### config.mk
export PLATFORM = sky130hd
export DESIGN_NAME = asprb_bank
export DESIGN_NICKNAME = d
export VERILOG_FILES = /design/src/core/asprb_pkg.sv /design/src/core/asprb_reg_if.sv /design/src/core/asprb_bank.sv /design/src/core/asprb_axil_slave.sv
export VERILOG_INCLUDE_DIRS = /design/src /design/src/core
export SDC_FILE = /design/constraint.sdc
export NUM_CORES = 1
export LEC_CHECK = 0
export ABC_AREA = 1
export BUFFER_PORTS_ARGS = -buffer_cell sky130_fd_sc_hd__buf_4
export CORE_ASPECT_RATIO = 1.25
export CORE_MARGIN = 2
export CORE_UTILIZATION = 47
export CTS_BUF_LIST = sky130_fd_sc_hd__clkbuf_4 sky130_fd_sc_hd__clkbuf_8 sky130_fd_sc_hd__clkbuf_16
export DETAILED_ROUTE_END_ITERATION = 8
export MAX_ROUTING_LAYER = met4
export PLACE_DENSITY = 0.77
export SLEW_MARGIN = 10
export SYNTH_ARGS = -nofsm -noshare
export SYNTH_HDL_FRONTEND = slang
export SYNTH_SLANG_ARGS = --single-unit
### constraint.sdc
create_clock -name aclk -period 1.65 [get_ports aclk]
set_input_delay 0.0825 -clock aclk [delete_from_list [all_inputs] [get_ports aclk]]
set_output_delay 0.0825 -clock aclk [all_outputs]
set_load 0.02 [all_outputs]
### src/core/asprb_params.svh
`ifndef ASPRB_PARAMS_SVH
`define ASPRB_PARAMS_SVH

// ==========================================================
// Register indices; the byte address is four times the index
`define ASPRB_IDX_CLOCK_CONTROL 16'h5200
`define ASPRB_IDX_FRAME_MODE 16'h5202
`define ASPRB_IDX_BAUD_SETTING 16'h5204
`define ASPRB_IDX_CONTROL 16'h5206
`define ASPRB_IDX_TRANSMIT_BYTE 16'h5208
`define ASPRB_IDX_RECEIVE_BYTE 16'h520A
`define ASPRB_IDX_FLAGS 16'h520C
`define ASPRB_IDX_ENABLES 16'h520E

// ==========================================================
// Writable bit masks
`define ASPRB_MASK_CLOCK_CONTROL 16'h0133
`define ASPRB_MASK_FRAME_MODE 16'h037F
`define ASPRB_MASK_BAUD_SETTING 16'h0FFF
`define ASPRB_MASK_ENABLES 16'h007F
`define ASPRB_MASK_FLAGS_W1C 16'h0078

// ==========================================================
// Reset values
`define ASPRB_RST_ZERO 16'h0000
`define ASPRB_RST_BYTE 8'h00

// ==========================================================
// Field positions
`define ASPRB_BIT_TBE 0
`define ASPRB_BIT_RB1 1
`define ASPRB_BIT_RB2 2
`define ASPRB_BIT_OE 3
`define ASPRB_BIT_PE 4
`define ASPRB_BIT_FE 5
`define ASPRB_BIT_TEND 6
`define ASPRB_BIT_TBSY 8
`define ASPRB_BIT_RBSY 9
`define ASPRB_BIT_MODEN 0
`define ASPRB_BIT_SFTRST 1

`endif

### src/core/asprb_pkg.sv
`default_nettype none

package asprb_pkg;
	// ==========================================================
	// Shared types
	typedef logic [15:0] asprb_word_t;
	typedef enum logic [1:0] {
		ASPRB_OKAY = 2'h0,
		ASPRB_SLVERR = 2'h2
	} asprb_resp_t;
endpackage

`default_nettype wire

### src/core/asprb_reg_if.sv
`default_nettype none

// ==========================================================
// Register access strobes between bus slave and bank
interface asprb_reg_if;
	logic wr;
	logic rd;
	logic [31:0] wr_addr;
	logic [31:0] rd_addr;
	logic [31:0] wdata;
	logic [3:0] wstrb;
	asprb_pkg::asprb_word_t rd_data;
	logic wr_ok;
	logic rd_ok;
	modport slave(output wr, rd, wr_addr, rd_addr, wdata, wstrb, input rd_data, wr_ok, rd_ok);
	modport bank(input wr, rd, wr_addr, rd_addr, wdata, wstrb, output rd_data, wr_ok, rd_ok);
endinterface

`default_nettype wire

### src/core/asprb_bank.sv
`include "asprb_params.svh"
`default_nettype none

module asprb_bank (
	input wire logic aclk,
	input wire logic aresetn,
	input wire logic [31:0] s_axi_awaddr,
	input wire logic [2:0] s_axi_awprot,
	input wire logic s_axi_awvalid,
	output logic s_axi_awready,
	input wire logic [31:0] s_axi_wdata,
	input wire logic [3:0] s_axi_wstrb,
	input wire logic s_axi_wvalid,
	output logic s_axi_wready,
	output logic [1:0] s_axi_bresp,
	output logic s_axi_bvalid,
	input wire logic s_axi_bready,
	input wire logic [31:0] s_axi_araddr,
	input wire logic [2:0] s_axi_arprot,
	input wire logic s_axi_arvalid,
	output logic s_axi_arready,
	output logic [31:0] s_axi_rdata,
	output logic [1:0] s_axi_rresp,
	output logic s_axi_rvalid,
	input wire logic s_axi_rready,
	input wire logic tx_busy,
	input wire logic rx_busy,
	input wire logic tx_taken,
	input wire logic tx_end,
	input wire logic rx_valid,
	input wire logic [7:0] rx_data,
	input wire logic rx_parity_err,
	input wire logic rx_framing_err,
	input wire logic rx_overrun,
	output logic [7:0] tx_data,
	output logic tx_load,
	output logic soft_reset,
	output logic port_enable,
	output logic [15:0] clock_setting,
	output logic [15:0] mode_setting,
	output logic [15:0] baud_setting,
	output logic irq
);
	// ==========================================================
	// Helpers
	function automatic logic asprb_hit(input logic [31:0] addr, input logic [15:0] idx);
		return (addr[31:18] == 14'h0000) && (addr[17:2] == idx) && (addr[1:0] == 2'h0);
	endfunction

	function automatic logic [15:0] asprb_lanes(input logic [3:0] strb);
		return {{8{strb[1]}}, {8{strb[0]}}};
	endfunction

	function automatic logic [15:0] asprb_merge(input logic [15:0] old,
			input logic [31:0] wd, input logic [3:0] strb, input logic [15:0] mask);
		logic [15:0] lane;
		lane = asprb_lanes(strb) & mask;
		return (old & ~lane) | (wd[15:0] & lane);
	endfunction

	// ==========================================================
	// Bus slave
	asprb_reg_if regs ();

	asprb_axil_slave u_slave (
		.aclk(aclk),
		.aresetn(aresetn),
		.awaddr(s_axi_awaddr),
		.awvalid(s_axi_awvalid),
		.awready(s_axi_awready),
		.wdata(s_axi_wdata),
		.wstrb(s_axi_wstrb),
		.wvalid(s_axi_wvalid),
		.wready(s_axi_wready),
		.bresp(s_axi_bresp),
		.bvalid(s_axi_bvalid),
		.bready(s_axi_bready),
		.araddr(s_axi_araddr),
		.arvalid(s_axi_arvalid),
		.arready(s_axi_arready),
		.rdata(s_axi_rdata),
		.rresp(s_axi_rresp),
		.rvalid(s_axi_rvalid),
		.rready(s_axi_rready),
		.regs(regs)
	);

	// ==========================================================
	// Decoded strobes
	logic wr_clk;
	logic wr_mode;
	logic wr_baud;
	logic wr_ctl;
	logic wr_txd;
	logic wr_flags;
	logic wr_en;
	logic rd_rxd;
	logic [15:0] w1c;

	assign wr_clk = regs.wr && asprb_hit(regs.wr_addr, `ASPRB_IDX_CLOCK_CONTROL);
	assign wr_mode = regs.wr && asprb_hit(regs.wr_addr, `ASPRB_IDX_FRAME_MODE);
	assign wr_baud = regs.wr && asprb_hit(regs.wr_addr, `ASPRB_IDX_BAUD_SETTING);
	assign wr_ctl = regs.wr && asprb_hit(regs.wr_addr, `ASPRB_IDX_CONTROL);
	assign wr_txd = regs.wr && asprb_hit(regs.wr_addr, `ASPRB_IDX_TRANSMIT_BYTE) && regs.wstrb[0];
	assign wr_flags = regs.wr && asprb_hit(regs.wr_addr, `ASPRB_IDX_FLAGS);
	assign wr_en = regs.wr && asprb_hit(regs.wr_addr, `ASPRB_IDX_ENABLES);
	// Read side effects fire only on the cycle the data is sampled
	assign rd_rxd = regs.rd && asprb_hit(regs.rd_addr, `ASPRB_IDX_RECEIVE_BYTE);
	// Only bits with strobed lanes and one written can clear
	assign w1c = wr_flags ? (regs.wdata[15:0] & asprb_lanes(regs.wstrb) & `ASPRB_MASK_FLAGS_W1C)
		: `ASPRB_RST_ZERO;

	// ==========================================================
	// Configuration registers, hard reset only
	logic [7:0] txd;
	logic [15:0] enables;

	always_ff @(posedge aclk) begin
		if (!aresetn) begin
			clock_setting <= `ASPRB_RST_ZERO;
			mode_setting <= `ASPRB_RST_ZERO;
			baud_setting <= `ASPRB_RST_ZERO;
			enables <= `ASPRB_RST_ZERO;
		end else begin
			if (wr_clk)
				clock_setting <= asprb_merge(clock_setting, regs.wdata, regs.wstrb,
					`ASPRB_MASK_CLOCK_CONTROL);
			if (wr_mode)
				mode_setting <= asprb_merge(mode_setting, regs.wdata, regs.wstrb,
					`ASPRB_MASK_FRAME_MODE);
			if (wr_baud)
				baud_setting <= asprb_merge(baud_setting, regs.wdata, regs.wstrb,
					`ASPRB_MASK_BAUD_SETTING);
			if (wr_en)
				enables <= asprb_merge(enables, regs.wdata, regs.wstrb, `ASPRB_MASK_ENABLES);
		end
	end

	// Control: enable bit held, soft reset a one-cycle self-clearing pulse
	always_ff @(posedge aclk) begin
		if (!aresetn) begin
			port_enable <= 1'b0;
			soft_reset <= 1'b0;
		end else begin
			soft_reset <= wr_ctl && regs.wstrb[0] && regs.wdata[`ASPRB_BIT_SFTRST];
			if (wr_ctl && regs.wstrb[0])
				port_enable <= regs.wdata[`ASPRB_BIT_MODEN];
		end
	end

	// Transmit byte and its load strobe to the engine
	always_ff @(posedge aclk) begin
		if (!aresetn) begin
			txd <= `ASPRB_RST_BYTE;
			tx_load <= 1'b0;
		end else begin
			tx_load <= wr_txd;
			if (wr_txd)
				txd <= regs.wdata[7:0];
		end
	end
	assign tx_data = txd;

	// ==========================================================
	// Two-byte receive buffer
	logic [7:0] rx_head;
	logic [7:0] rx_second;
	logic rb1;
	logic rb2;
	logic next_rb1;
	logic next_rb2;
	logic rx_to_head;
	logic rx_to_second;
	logic rx_lost;

	// A read empties the flags first, so a byte in the same cycle is kept
	always_comb begin
		next_rb1 = rd_rxd ? 1'b0 : rb1;
		next_rb2 = rd_rxd ? 1'b0 : rb2;
		rx_to_head = 1'b0;
		rx_to_second = 1'b0;
		rx_lost = 1'b0;
		if (rx_valid) begin
			if (!next_rb1) begin
				next_rb1 = 1'b1;
				rx_to_head = 1'b1;
			end else if (!next_rb2) begin
				next_rb2 = 1'b1;
				rx_to_second = 1'b1;
			end else begin
				rx_lost = 1'b1;
			end
		end
	end

	// Full flags and data are of the soft reset group
	always_ff @(posedge aclk) begin
		if (!aresetn || soft_reset) begin
			rb1 <= 1'b0;
			rb2 <= 1'b0;
			rx_head <= `ASPRB_RST_BYTE;
			rx_second <= `ASPRB_RST_BYTE;
		end else begin
			rb1 <= next_rb1;
			rb2 <= next_rb2;
			if (rx_to_head)
				rx_head <= rx_data;
			else if (rd_rxd)
				rx_head <= rx_second;
			if (rx_to_second)
				rx_second <= rx_data;
		end
	end

	// ==========================================================
	// Event flags; a hardware set wins over any bus clear in the same cycle, soft reset wins over both
	logic tbe;
	logic oe;
	logic pe;
	logic fe;
	logic tend;
	logic oe_set;

	assign oe_set = rx_overrun || rx_lost;

	always_ff @(posedge aclk) begin
		if (!aresetn || soft_reset) begin
			tend <= 1'b0;
			oe <= 1'b0;
		end else begin
			if (tx_end)
				tend <= 1'b1;
			else if (w1c[`ASPRB_BIT_TEND])
				tend <= 1'b0;
			if (oe_set)
				oe <= 1'b1;
			else if (w1c[`ASPRB_BIT_OE])
				oe <= 1'b0;
		end
	end

	// Error flags clear by write of one or by reading the receive byte
	always_ff @(posedge aclk) begin
		if (!aresetn || soft_reset) begin
			fe <= 1'b0;
			pe <= 1'b0;
		end else begin
			if (rx_framing_err)
				fe <= 1'b1;
			else if (w1c[`ASPRB_BIT_FE] || rd_rxd)
				fe <= 1'b0;
			if (rx_parity_err)
				pe <= 1'b1;
			else if (w1c[`ASPRB_BIT_PE] || rd_rxd)
				pe <= 1'b0;
		end
	end

	// Buffer empty starts set; the engine taking the byte sets it again
	always_ff @(posedge aclk) begin
		if (!aresetn || soft_reset)
			tbe <= 1'b1;
		else if (tx_taken)
			tbe <= 1'b1;
		else if (wr_txd)
			tbe <= 1'b0;
	end

	// ==========================================================
	// Interrupt and readback
	logic [15:0] flags;

	assign flags = {6'h00, rx_busy, tx_busy, 1'b0, tend, fe, pe, oe, rb2, rb1, tbe};

	// Registered so the output is glitch free; adds one cycle of latency
	always_ff @(posedge aclk) begin
		if (!aresetn)
			irq <= 1'b0;
		else
			irq <= |(flags[6:0] & enables[6:0]);
	end

	// Write of a read-only register is accepted and ignored
	assign regs.wr_ok = wr_clk || wr_mode || wr_baud || wr_ctl || wr_flags || wr_en
		|| asprb_hit(regs.wr_addr, `ASPRB_IDX_TRANSMIT_BYTE)
		|| asprb_hit(regs.wr_addr, `ASPRB_IDX_RECEIVE_BYTE);

	// Read mux; unmapped addresses answer zero with an error
	always_comb begin
		regs.rd_ok = 1'b1;
		regs.rd_data = `ASPRB_RST_ZERO;
		if (asprb_hit(regs.rd_addr, `ASPRB_IDX_CLOCK_CONTROL))
			regs.rd_data = clock_setting;
		else if (asprb_hit(regs.rd_addr, `ASPRB_IDX_FRAME_MODE))
			regs.rd_data = mode_setting;
		else if (asprb_hit(regs.rd_addr, `ASPRB_IDX_BAUD_SETTING))
			regs.rd_data = baud_setting;
		else if (asprb_hit(regs.rd_addr, `ASPRB_IDX_CONTROL))
			regs.rd_data = {14'h0000, soft_reset, port_enable};
		else if (asprb_hit(regs.rd_addr, `ASPRB_IDX_TRANSMIT_BYTE))
			regs.rd_data = {8'h00, txd};
		else if (asprb_hit(regs.rd_addr, `ASPRB_IDX_RECEIVE_BYTE))
			regs.rd_data = {8'h00, rx_head};
		else if (asprb_hit(regs.rd_addr, `ASPRB_IDX_FLAGS))
			regs.rd_data = flags;
		else if (asprb_hit(regs.rd_addr, `ASPRB_IDX_ENABLES))
			regs.rd_data = enables;
		else
			regs.rd_ok = 1'b0;
	end

	// ==========================================================
	// Checks
	a_tend_w1c_clear: assert property (@(posedge aclk) disable iff (!aresetn)
		w1c[`ASPRB_BIT_TEND] && !tx_end |=> !tend)
		else $error("transmit complete flag not cleared by write of one");

	a_oe_w0_keeps: assert property (@(posedge aclk) disable iff (!aresetn)
		oe && !w1c[`ASPRB_BIT_OE] && !soft_reset |=> oe)
		else $error("overrun flag lost without a write of one");

	a_fe_w1c_clear: assert property (@(posedge aclk) disable iff (!aresetn)
		w1c[`ASPRB_BIT_FE] && !rx_framing_err |=> !fe)
		else $error("framing error flag not cleared by write of one");

	a_pe_w1c_clear: assert property (@(posedge aclk) disable iff (!aresetn)
		w1c[`ASPRB_BIT_PE] && !rx_parity_err |=> !pe)
		else $error("parity error flag not cleared by write of one");

	// The read data is presented in the same cycle the flags clear
	a_rxd_read_errs: assert property (@(posedge aclk) disable iff (!aresetn)
		rd_rxd && !rx_framing_err && !rx_parity_err |=> !fe && !pe && s_axi_rvalid)
		else $error("receive read did not clear error flags");

	a_rxd_read_full: assert property (@(posedge aclk) disable iff (!aresetn)
		rd_rxd && !rx_valid && !soft_reset |=> !rb1 && !rb2 && rx_head == $past(rx_second))
		else $error("receive read did not clear full flags");

	a_tbe_txd_write: assert property (@(posedge aclk) disable iff (!aresetn)
		wr_txd && !tx_taken && !soft_reset |=> !tbe && tx_load)
		else $error("transmit write did not clear buffer empty");

	a_tbe_reset_one: assert property (@(posedge aclk)
		!aresetn |=> tbe && !irq)
		else $error("buffer empty flag not one after reset");

	a_irq_follows: assert property (@(posedge aclk) disable iff (!aresetn)
		|(flags[6:0] & enables[6:0]) |=> irq)
		else $error("interrupt missing for an enabled flag");

	a_irq_quiet: assert property (@(posedge aclk) disable iff (!aresetn)
		!(|(flags[6:0] & enables[6:0])) |=> !irq)
		else $error("interrupt raised with no enabled flag");
endmodule

`default_nettype wire

### src/core/asprb_axil_slave.sv
`default_nettype none

// ==========================================================
// AXI4-Lite slave: one write and one read in flight at most
module asprb_axil_slave (
	input wire logic aclk,
	input wire logic aresetn,
	input wire logic [31:0] awaddr,
	input wire logic awvalid,
	output logic awready,
	input wire logic [31:0] wdata,
	input wire logic [3:0] wstrb,
	input wire logic wvalid,
	output logic wready,
	output logic [1:0] bresp,
	output logic bvalid,
	input wire logic bready,
	input wire logic [31:0] araddr,
	input wire logic arvalid,
	output logic arready,
	output logic [31:0] rdata,
	output logic [1:0] rresp,
	output logic rvalid,
	input wire logic rready,
	asprb_reg_if.slave regs
);
	logic aw_held;
	logic w_held;
	logic ar_held;
	logic [31:0] awaddr_q;
	logic [31:0] wdata_q;
	logic [3:0] wstrb_q;
	logic [31:0] araddr_q;

	// A write fires once both halves are in, a read once its address is in; neither while its answer is pending
	assign regs.wr = aw_held && w_held && !bvalid;
	assign regs.rd = ar_held && !rvalid;
	assign regs.wr_addr = awaddr_q;
	assign regs.rd_addr = araddr_q;
	assign regs.wdata = wdata_q;
	assign regs.wstrb = wstrb_q;

	// Write address capture
	always_ff @(posedge aclk) begin
		if (!aresetn) begin
			aw_held <= 1'b0;
			awaddr_q <= 32'h0000_0000;
			awready <= 1'b0;
		end else if (awvalid && awready) begin
			aw_held <= 1'b1;
			awaddr_q <= awaddr;
			awready <= 1'b0;
		end else if (bvalid && bready) begin
			aw_held <= 1'b0;
		end else if (!aw_held && !bvalid) begin
			awready <= 1'b1;
		end
	end

	// Write data capture, independent of the address channel
	always_ff @(posedge aclk) begin
		if (!aresetn) begin
			w_held <= 1'b0;
			wdata_q <= 32'h0000_0000;
			wstrb_q <= 4'h0;
			wready <= 1'b0;
		end else if (wvalid && wready) begin
			w_held <= 1'b1;
			wdata_q <= wdata;
			wstrb_q <= wstrb;
			wready <= 1'b0;
		end else if (bvalid && bready) begin
			w_held <= 1'b0;
		end else if (!w_held && !bvalid) begin
			wready <= 1'b1;
		end
	end

	// Write response
	always_ff @(posedge aclk) begin
		if (!aresetn) begin
			bvalid <= 1'b0;
			bresp <= asprb_pkg::ASPRB_OKAY;
		end else if (regs.wr) begin
			bvalid <= 1'b1;
			bresp <= regs.wr_ok ? asprb_pkg::ASPRB_OKAY : asprb_pkg::ASPRB_SLVERR;
		end else if (bready) begin
			bvalid <= 1'b0;
		end
	end

	// Read channel; data is sampled in the cycle the side effects fire
	always_ff @(posedge aclk) begin
		if (!aresetn) begin
			ar_held <= 1'b0;
			araddr_q <= 32'h0000_0000;
			arready <= 1'b0;
			rvalid <= 1'b0;
			rdata <= 32'h0000_0000;
			rresp <= asprb_pkg::ASPRB_OKAY;
		end else begin
			if (arvalid && arready) begin
				ar_held <= 1'b1;
				araddr_q <= araddr;
				arready <= 1'b0;
			end else if (!ar_held && !rvalid) begin
				arready <= 1'b1;
			end
			if (regs.rd) begin
				ar_held <= 1'b0;
				rvalid <= 1'b1;
				rdata <= {16'h0000, regs.rd_data};
				rresp <= regs.rd_ok ? asprb_pkg::ASPRB_OKAY : asprb_pkg::ASPRB_SLVERR;
			end else if (rready) begin
				rvalid <= 1'b0;
			end
		end
	end
endmodule

`default_nettype wire

# [After elaboration in Yosys (flattened, before gate mapping)]
# Cells that the tools add are included.
# Widths: inputs -> output; s select.
[word_totals] reg_bits=209 out_inout_bits=101 wordCells=209
[op_classes] eq_ne=16 mux=49 bitwise=20 reduce_logical=91
[op_table] cell="$eq 16x15->1 const B" n=16
[op_table] cell="$mux 16" n=8
[op_table] cell="$and 16x16->16" n=4
[op_table] cell="$or 16x16->16" n=4
[op_table] cell="$logic_and 1x1->1" n=53
[op_table] cell="$mux 1" n=36
[op_table] cell="$logic_not 14->1" n=2
[op_table] cell="$reduce_bool 2->1" n=9
[op_table] cell="$and 16x10->16" n=1
[op_table] cell="$and 16x12->16" n=1
[op_table] cell="$and 16x7->16" n=1
[op_table] cell="$and 16x9->16" n=1
[op_table] cell="$mux 8" n=2
[op_table] cell="$not 10->16" n=1
[op_table] cell="$not 12->16" n=1
[op_table] cell="$not 7->16" n=1
[op_table] cell="$not 9->16" n=1
[op_table] cell="$and 7x7->7" n=2
[op_table] cell="$logic_or 1x1->1" n=11
[op_table] cell="$reduce_or 2->1" n=5
[op_table] cell="$mux 7" n=1
[op_table] cell="$reduce_or 7->1" n=1
[op_table] cell="$logic_not 1->1" n=6
[op_table] cell="$logic_not 2->1" n=2
[op_table] cell="3 further kinds" n=6

# [Logic depth before layout (Yosys ltp)]
[logic_depth] word_depth=12 depth_mapped=14 depth_no_buf=13

# [By module]
# A second synthesis with hierarchy kept.
[unflattened] hier_cells=1175 hier_area_um2=8488.1
[modules_own_cells] module="asprb_axil_slave" n_inst=1 cells_per_inst=568 area_per_inst_um2=4489.3 seq_area_each_um2=2522.4
[modules_own_cells] module="asprb_bank" n_inst=1 cells_per_inst=607 area_per_inst_um2=3998.8 seq_area_each_um2=1361.3

# [Worst setup path after synthesis]
# Ideal clock, no wire load.
[synth_timing] path_type="register to register" startpoint="register u_slave.bvalid" endpoint="register with a tool-made name" setup_time_ps=135 arrival_ps=1548 required_time_ps=1515 slack_ps=-33 stages_incl_launch_ff=12 period_less_slack_ps=1683 path_cell_list="dfxtp_1 -> nor2_2 -> inv_2 -> nor2_4 -> inv_2 -> nor4_4 -> nand2_2 -> nor2_4 -> inv_2 -> buf_6 -> nor2_1 -> a211oi_2"
[synth_lines] element="from (decl)" line="asprb_axil_slave.sv:16" source="output logic bvalid,"
[synth_lines] element="from (signal assigned)" line="asprb_axil_slave.sv:82" source="bvalid <= 1'b0;"
[synth_lines] element="from (signal assigned)" line="asprb_axil_slave.sv:85" source="bvalid <= 1'b1;"
[synth_lines] element="from (signal assigned)" line="asprb_axil_slave.sv:88" source="bvalid <= 1'b0;"

# [Worst setup path after layout]
[layout_timing] startpoint="register u_slave.araddr_q[29], in the netlist u_slave.regs.rd_addr[29]" endpoint="register u_slave.rdata[6]"
[layout_between] elab_chain_len=11
[layout_rtl] element="from (decl)" line="asprb_axil_slave.sv:33" source="logic [31:0] araddr_q;"
[layout_rtl] element="from (signal assigned)" line="asprb_axil_slave.sv:104" source="araddr_q <= araddr;"
[layout_rtl] element="$logic_not 14->1 *" line="asprb_bank.sv:47" source="return (addr[31:18] == 14'h0000) && (addr[17:2] == idx) && (addr[1:0] == 2'h0);"
[layout_rtl] element="$logic_and 1x1->1 (2 in a row)" line="asprb_bank.sv:47"
[layout_rtl] element="$mux 16" line="asprb_bank.sv:306" source="else if (asprb_hit(regs.rd_addr, `ASPRB_IDX_ENABLES))"
[layout_rtl] element="$mux 16" line="asprb_bank.sv:304" source="else if (asprb_hit(regs.rd_addr, `ASPRB_IDX_FLAGS))"
[layout_rtl] element="$mux 16" line="asprb_bank.sv:302" source="else if (asprb_hit(regs.rd_addr, `ASPRB_IDX_RECEIVE_BYTE))"
[layout_rtl] element="$mux 16" line="asprb_bank.sv:300" source="else if (asprb_hit(regs.rd_addr, `ASPRB_IDX_TRANSMIT_BYTE))"
[layout_rtl] element="$mux 16" line="asprb_bank.sv:298" source="else if (asprb_hit(regs.rd_addr, `ASPRB_IDX_CONTROL))"
[layout_rtl] element="$mux 16" line="asprb_bank.sv:296" source="else if (asprb_hit(regs.rd_addr, `ASPRB_IDX_BAUD_SETTING))"
[layout_rtl] element="$mux 16" line="asprb_bank.sv:294" source="else if (asprb_hit(regs.rd_addr, `ASPRB_IDX_FRAME_MODE))"
[layout_rtl] element="$mux 16 *" line="asprb_bank.sv:292" source="if (asprb_hit(regs.rd_addr, `ASPRB_IDX_CLOCK_CONTROL))"
[layout_rtl] element="to (signal assigned)" line="asprb_axil_slave.sv:112" source="rdata <= {16'h0000, regs.rd_data};"
[layout_rtl] element="to (decl)" line="asprb_axil_slave.sv:21" source="output logic [31:0] rdata,"
# Mark *: on every way between the ends. The rest lies on a longest branch, timed or not.
# A chain may end at the register's enable or synchronous reset.

==> flow_metrics.env <==
export IMPL_dpl_cell_count=1481
export IMPL_cpMostUsedCell="nand3_1"
export IMPL_drc=0
export IMPL_netlist_instances=1045
export IMPL_grt_max_degree=122
export IMPL_seq_area_frac_synth_pct=43.8
export IMPL_crit_fanout=5
export IMPL_via_count=9015
export IMPL_cts_buffers=17
export IMPL_synth_seq_cells=168
export IMPL_coreArea_um2=16100
export IMPL_power_density_nw_per_um2=850
export IMPL_drt_first_pass_iters=5
export IMPL_synth_edf_count=0
export IMPL_dpl_cell_area_um2=9590
export IMPL_wl_per_cell_um=17.9
export IMPL_power_leakage_uw=0.00534
export IMPL_required_ns=2.04
export IMPL_n_fill_cell=958
export IMPL_nNetsFinal=1542
export IMPL_die_y_um=147
export IMPL_hold_viol=0
export IMPL_cts_tree="yes"
export IMPL_crit_chain="nor2_4 -> buf_4 -> nand3_1 -> nor2_1 -> and3_4 -> nand2_4 -> inv_1 -> nand3_1 -> o21ai_1 -> a21boi_1 -> a21oi_2"
export IMPL_cp_slowest_stage_delay_ns=0.34
export IMPL_cts_max_path_buffers=2
export IMPL_postLayoutCellArea_um2=12400
export IMPL_finClkSkew_ns=0.0108
export IMPL_grt_total_usage_pct=30.3
export IMPL_finalSetupTns_ns=-10.76
export IMPL_final_antenna_net_count=0
export IMPL_failed_checks="setup timing"
export IMPL_wirelength_um=29400
export IMPL_async_reset_ff_share_pct=0
export IMPL_rsz0062_at_grt="true"
export IMPL_antenna_found_initial=0
export IMPL_fin_ws_ns=-0.261
export IMPL_clock_latency_ns=0.46
export IMPL_clk_pin_slew_ns=0.07
export IMPL_insertedDiodeCount=0
export IMPL_cts_sinks=168
export IMPL_port_buffers=157
export IMPL_htreeDepth=4
export IMPL_mostFrequentLayoutCells="260 x buf_4, 151 x dfxtp_1, 110 x inv_1, 109 x nor2_1, 94 x dlygate4sd3_1"
export IMPL_cts_root_buffer="clkbuf_16"
export IMPL_cap_violations=0
export IMPL_period_share_pct=116
export IMPL_num_rows=52
export IMPL_via_per_inst=5.49
export IMPL_critical_path_class="flop to flop"
export IMPL_final_common_cell="buf_4"
export IMPL_final_cells=1642
export IMPL_relSlewSlack_pct=62.3
export IMPL_ys_types=45
export IMPL_io_pins=230
export IMPL_fin_crit_ns=1.91
export IMPL_report_final_slew_viol_count=0
export IMPL_syn_to_final_growth_pct=61.5
export IMPL_status="finished with violations"
export IMPL_synth_area_per_cell_um2=7.34
export IMPL_netlist_area_um2=7670
export IMPL_fmax_ghz=0.523
export IMPL_gp_congestion=1.01
export IMPL_grt_pass1_vias=8297
export IMPL_synth_flop_cell="dfxtp_1"
export IMPL_cp_end_kind="flop"
export IMPL_yosys_warnings=0
export IMPL_die_area_um2=17400
export IMPL_worstMarginPinSlew_ns=0.562
export IMPL_setup_violations_final=79
export IMPL_initial_core_util_pct=47.8
export IMPL_cp_slowest_cell="dfxtp_2"
export IMPL_vdd_drop_max_v=0.000811
export IMPL_setup_worst_path_start_class="flop"
export IMPL_dp_final_hpwl_um=16500
export IMPL_grt_pass1_wl_um=40400
export IMPL_arrival_ns=2.30
export IMPL_gr_total_overflow=0
export IMPL_fp_dieW_um=118
export IMPL_min_path_type="primary input to flop"
export IMPL_first_iter_violations=676
export IMPL_drive_gt1_share_pct=38.6
[worst max-delay path, delay by kind of cell, from the launching register on]
| kind | cells | cell delay (ns) |
|---|---|---|
| compound gates | 3 | 0.35 |
| buf+inv | 2 | 0.28 |
| flops | 1 | 0.34 |
| simple gates | 6 | 0.85 |
[layer usage]
layer,wire [um],vias to the layer above,global-route usage [%]
met2,14700,493,51.7
met4,2090,0,18.0
met1,10400,4223,31.4
li1,-,4126,-
met5,0,-,-
met3,2250,173,7.69
[through the flow]
stage | total power [uW] | setup slack, ns | hold slack, ns | utilization [%]
6_report | 10500 | -0.261 | 0.0170 | 77.1
5_1_grt | 10900 | -0.337 | 0.0195 | 77.1
4_1_cts | 10200 | -0.106 | 0.00864 | 71.8
3_5_place_dp | 5890 | -0.215 | 0.283 | 59.7
3_3_place_gp | 5860 | -0.180 | 0.283 | 59.7
2_1_floorplan | 5300 | 0.0148 | 0.181 | -
[synth_stat cells (all sizes together) (6+ instances only)]
| library cell | n | area share, % |
|---|---|---|
| nand4 | 21 | 1.7 |
| clkbuf | 32 | 1.6 |
| buf | 53 | 5.2 |
| nor4 | 6 | 1.1 |
| nor2 | 156 | 8.5 |
| nand3 | 75 | 5.2 |
| o21ai | 140 | 9.1 |
| a21oi | 90 | 5.9 |
| dfxtp | 168 | 44 |
| o211ai | 13 | 1.3 |
| inv | 133 | 6.5 |
| nand2 | 113 | 6.0 |
| nor3 | 17 | 1.3 |
[layout make-up]
| cell class | count | area, um^2 | share of cell area, % |
|---|---|---|---|
| Inverter | 135 | 534 | 4.31 |
| Clock inverter | 15 | 185 | 1.49 |
| Multi-Input combinational cell | 703 | 4270 | 34.5 |
| Clock buffer | 17 | 425 | 3.43 |
| Tap cell | 216 | 270 | 2.18 |
| Timing Repair Buffer | 387 | 3320 | 26.8 |
| Sequential cell | 168 | 3380 | 27.3 |
| Timing Repair inverter | 1 | 7.51 | 0.0606 |
[path summary, 6_finish.rpt]
kind / start / endpoint / slack (ns) / cells after the start
worst max-delay path: u_slave.regs.rd_addr[29] / u_slave.rdata[6] / -0.26 / 11
worst min-delay path: aresetn / u_slave.bresp[1] / 0.02 / 3
worst max register to register: u_slave.regs.rd_addr[29] / u_slave.rdata[6] / -0.26 / 11
worst min register to register: u_slave.rdata[7] / u_slave.rdata[7] / 0.47 / 2
[cells by family after synthesis]
group                  after synthesis  synth area share, %
and+or+nand+nor                    390                 23.9
AOI/OAI and AO/OA                  265                 18.6
muxes                                1                0.147
DFF                                168                 43.8
buffers and inverters              220                 13.4
other                                1               0.0489
[what timing repair did]
item                                    4_1_cts  5_1_grt
endpoints found under the setup margin       73       81
hold endpoints to repair                     97        0
gates resized for setup                     114      205
hold buffers                                 94        0
pin swaps                                    25       80
buffers inserted                              9       24
cloned                                        2        3
[where the power goes]
| group | switching (uW) | leakage, uW | internal [uW] |
|---|---|---|---|
| registers | 196 | 0.00138 | 4260 |
| logic | 1070 | 0.00367 | 881 |
| clock network | 1960 | 0.000292 | 2180 |
| total | 3230 | 0.00534 | 7310 |
No activity file was read; power rests on OpenSTA's default activity.
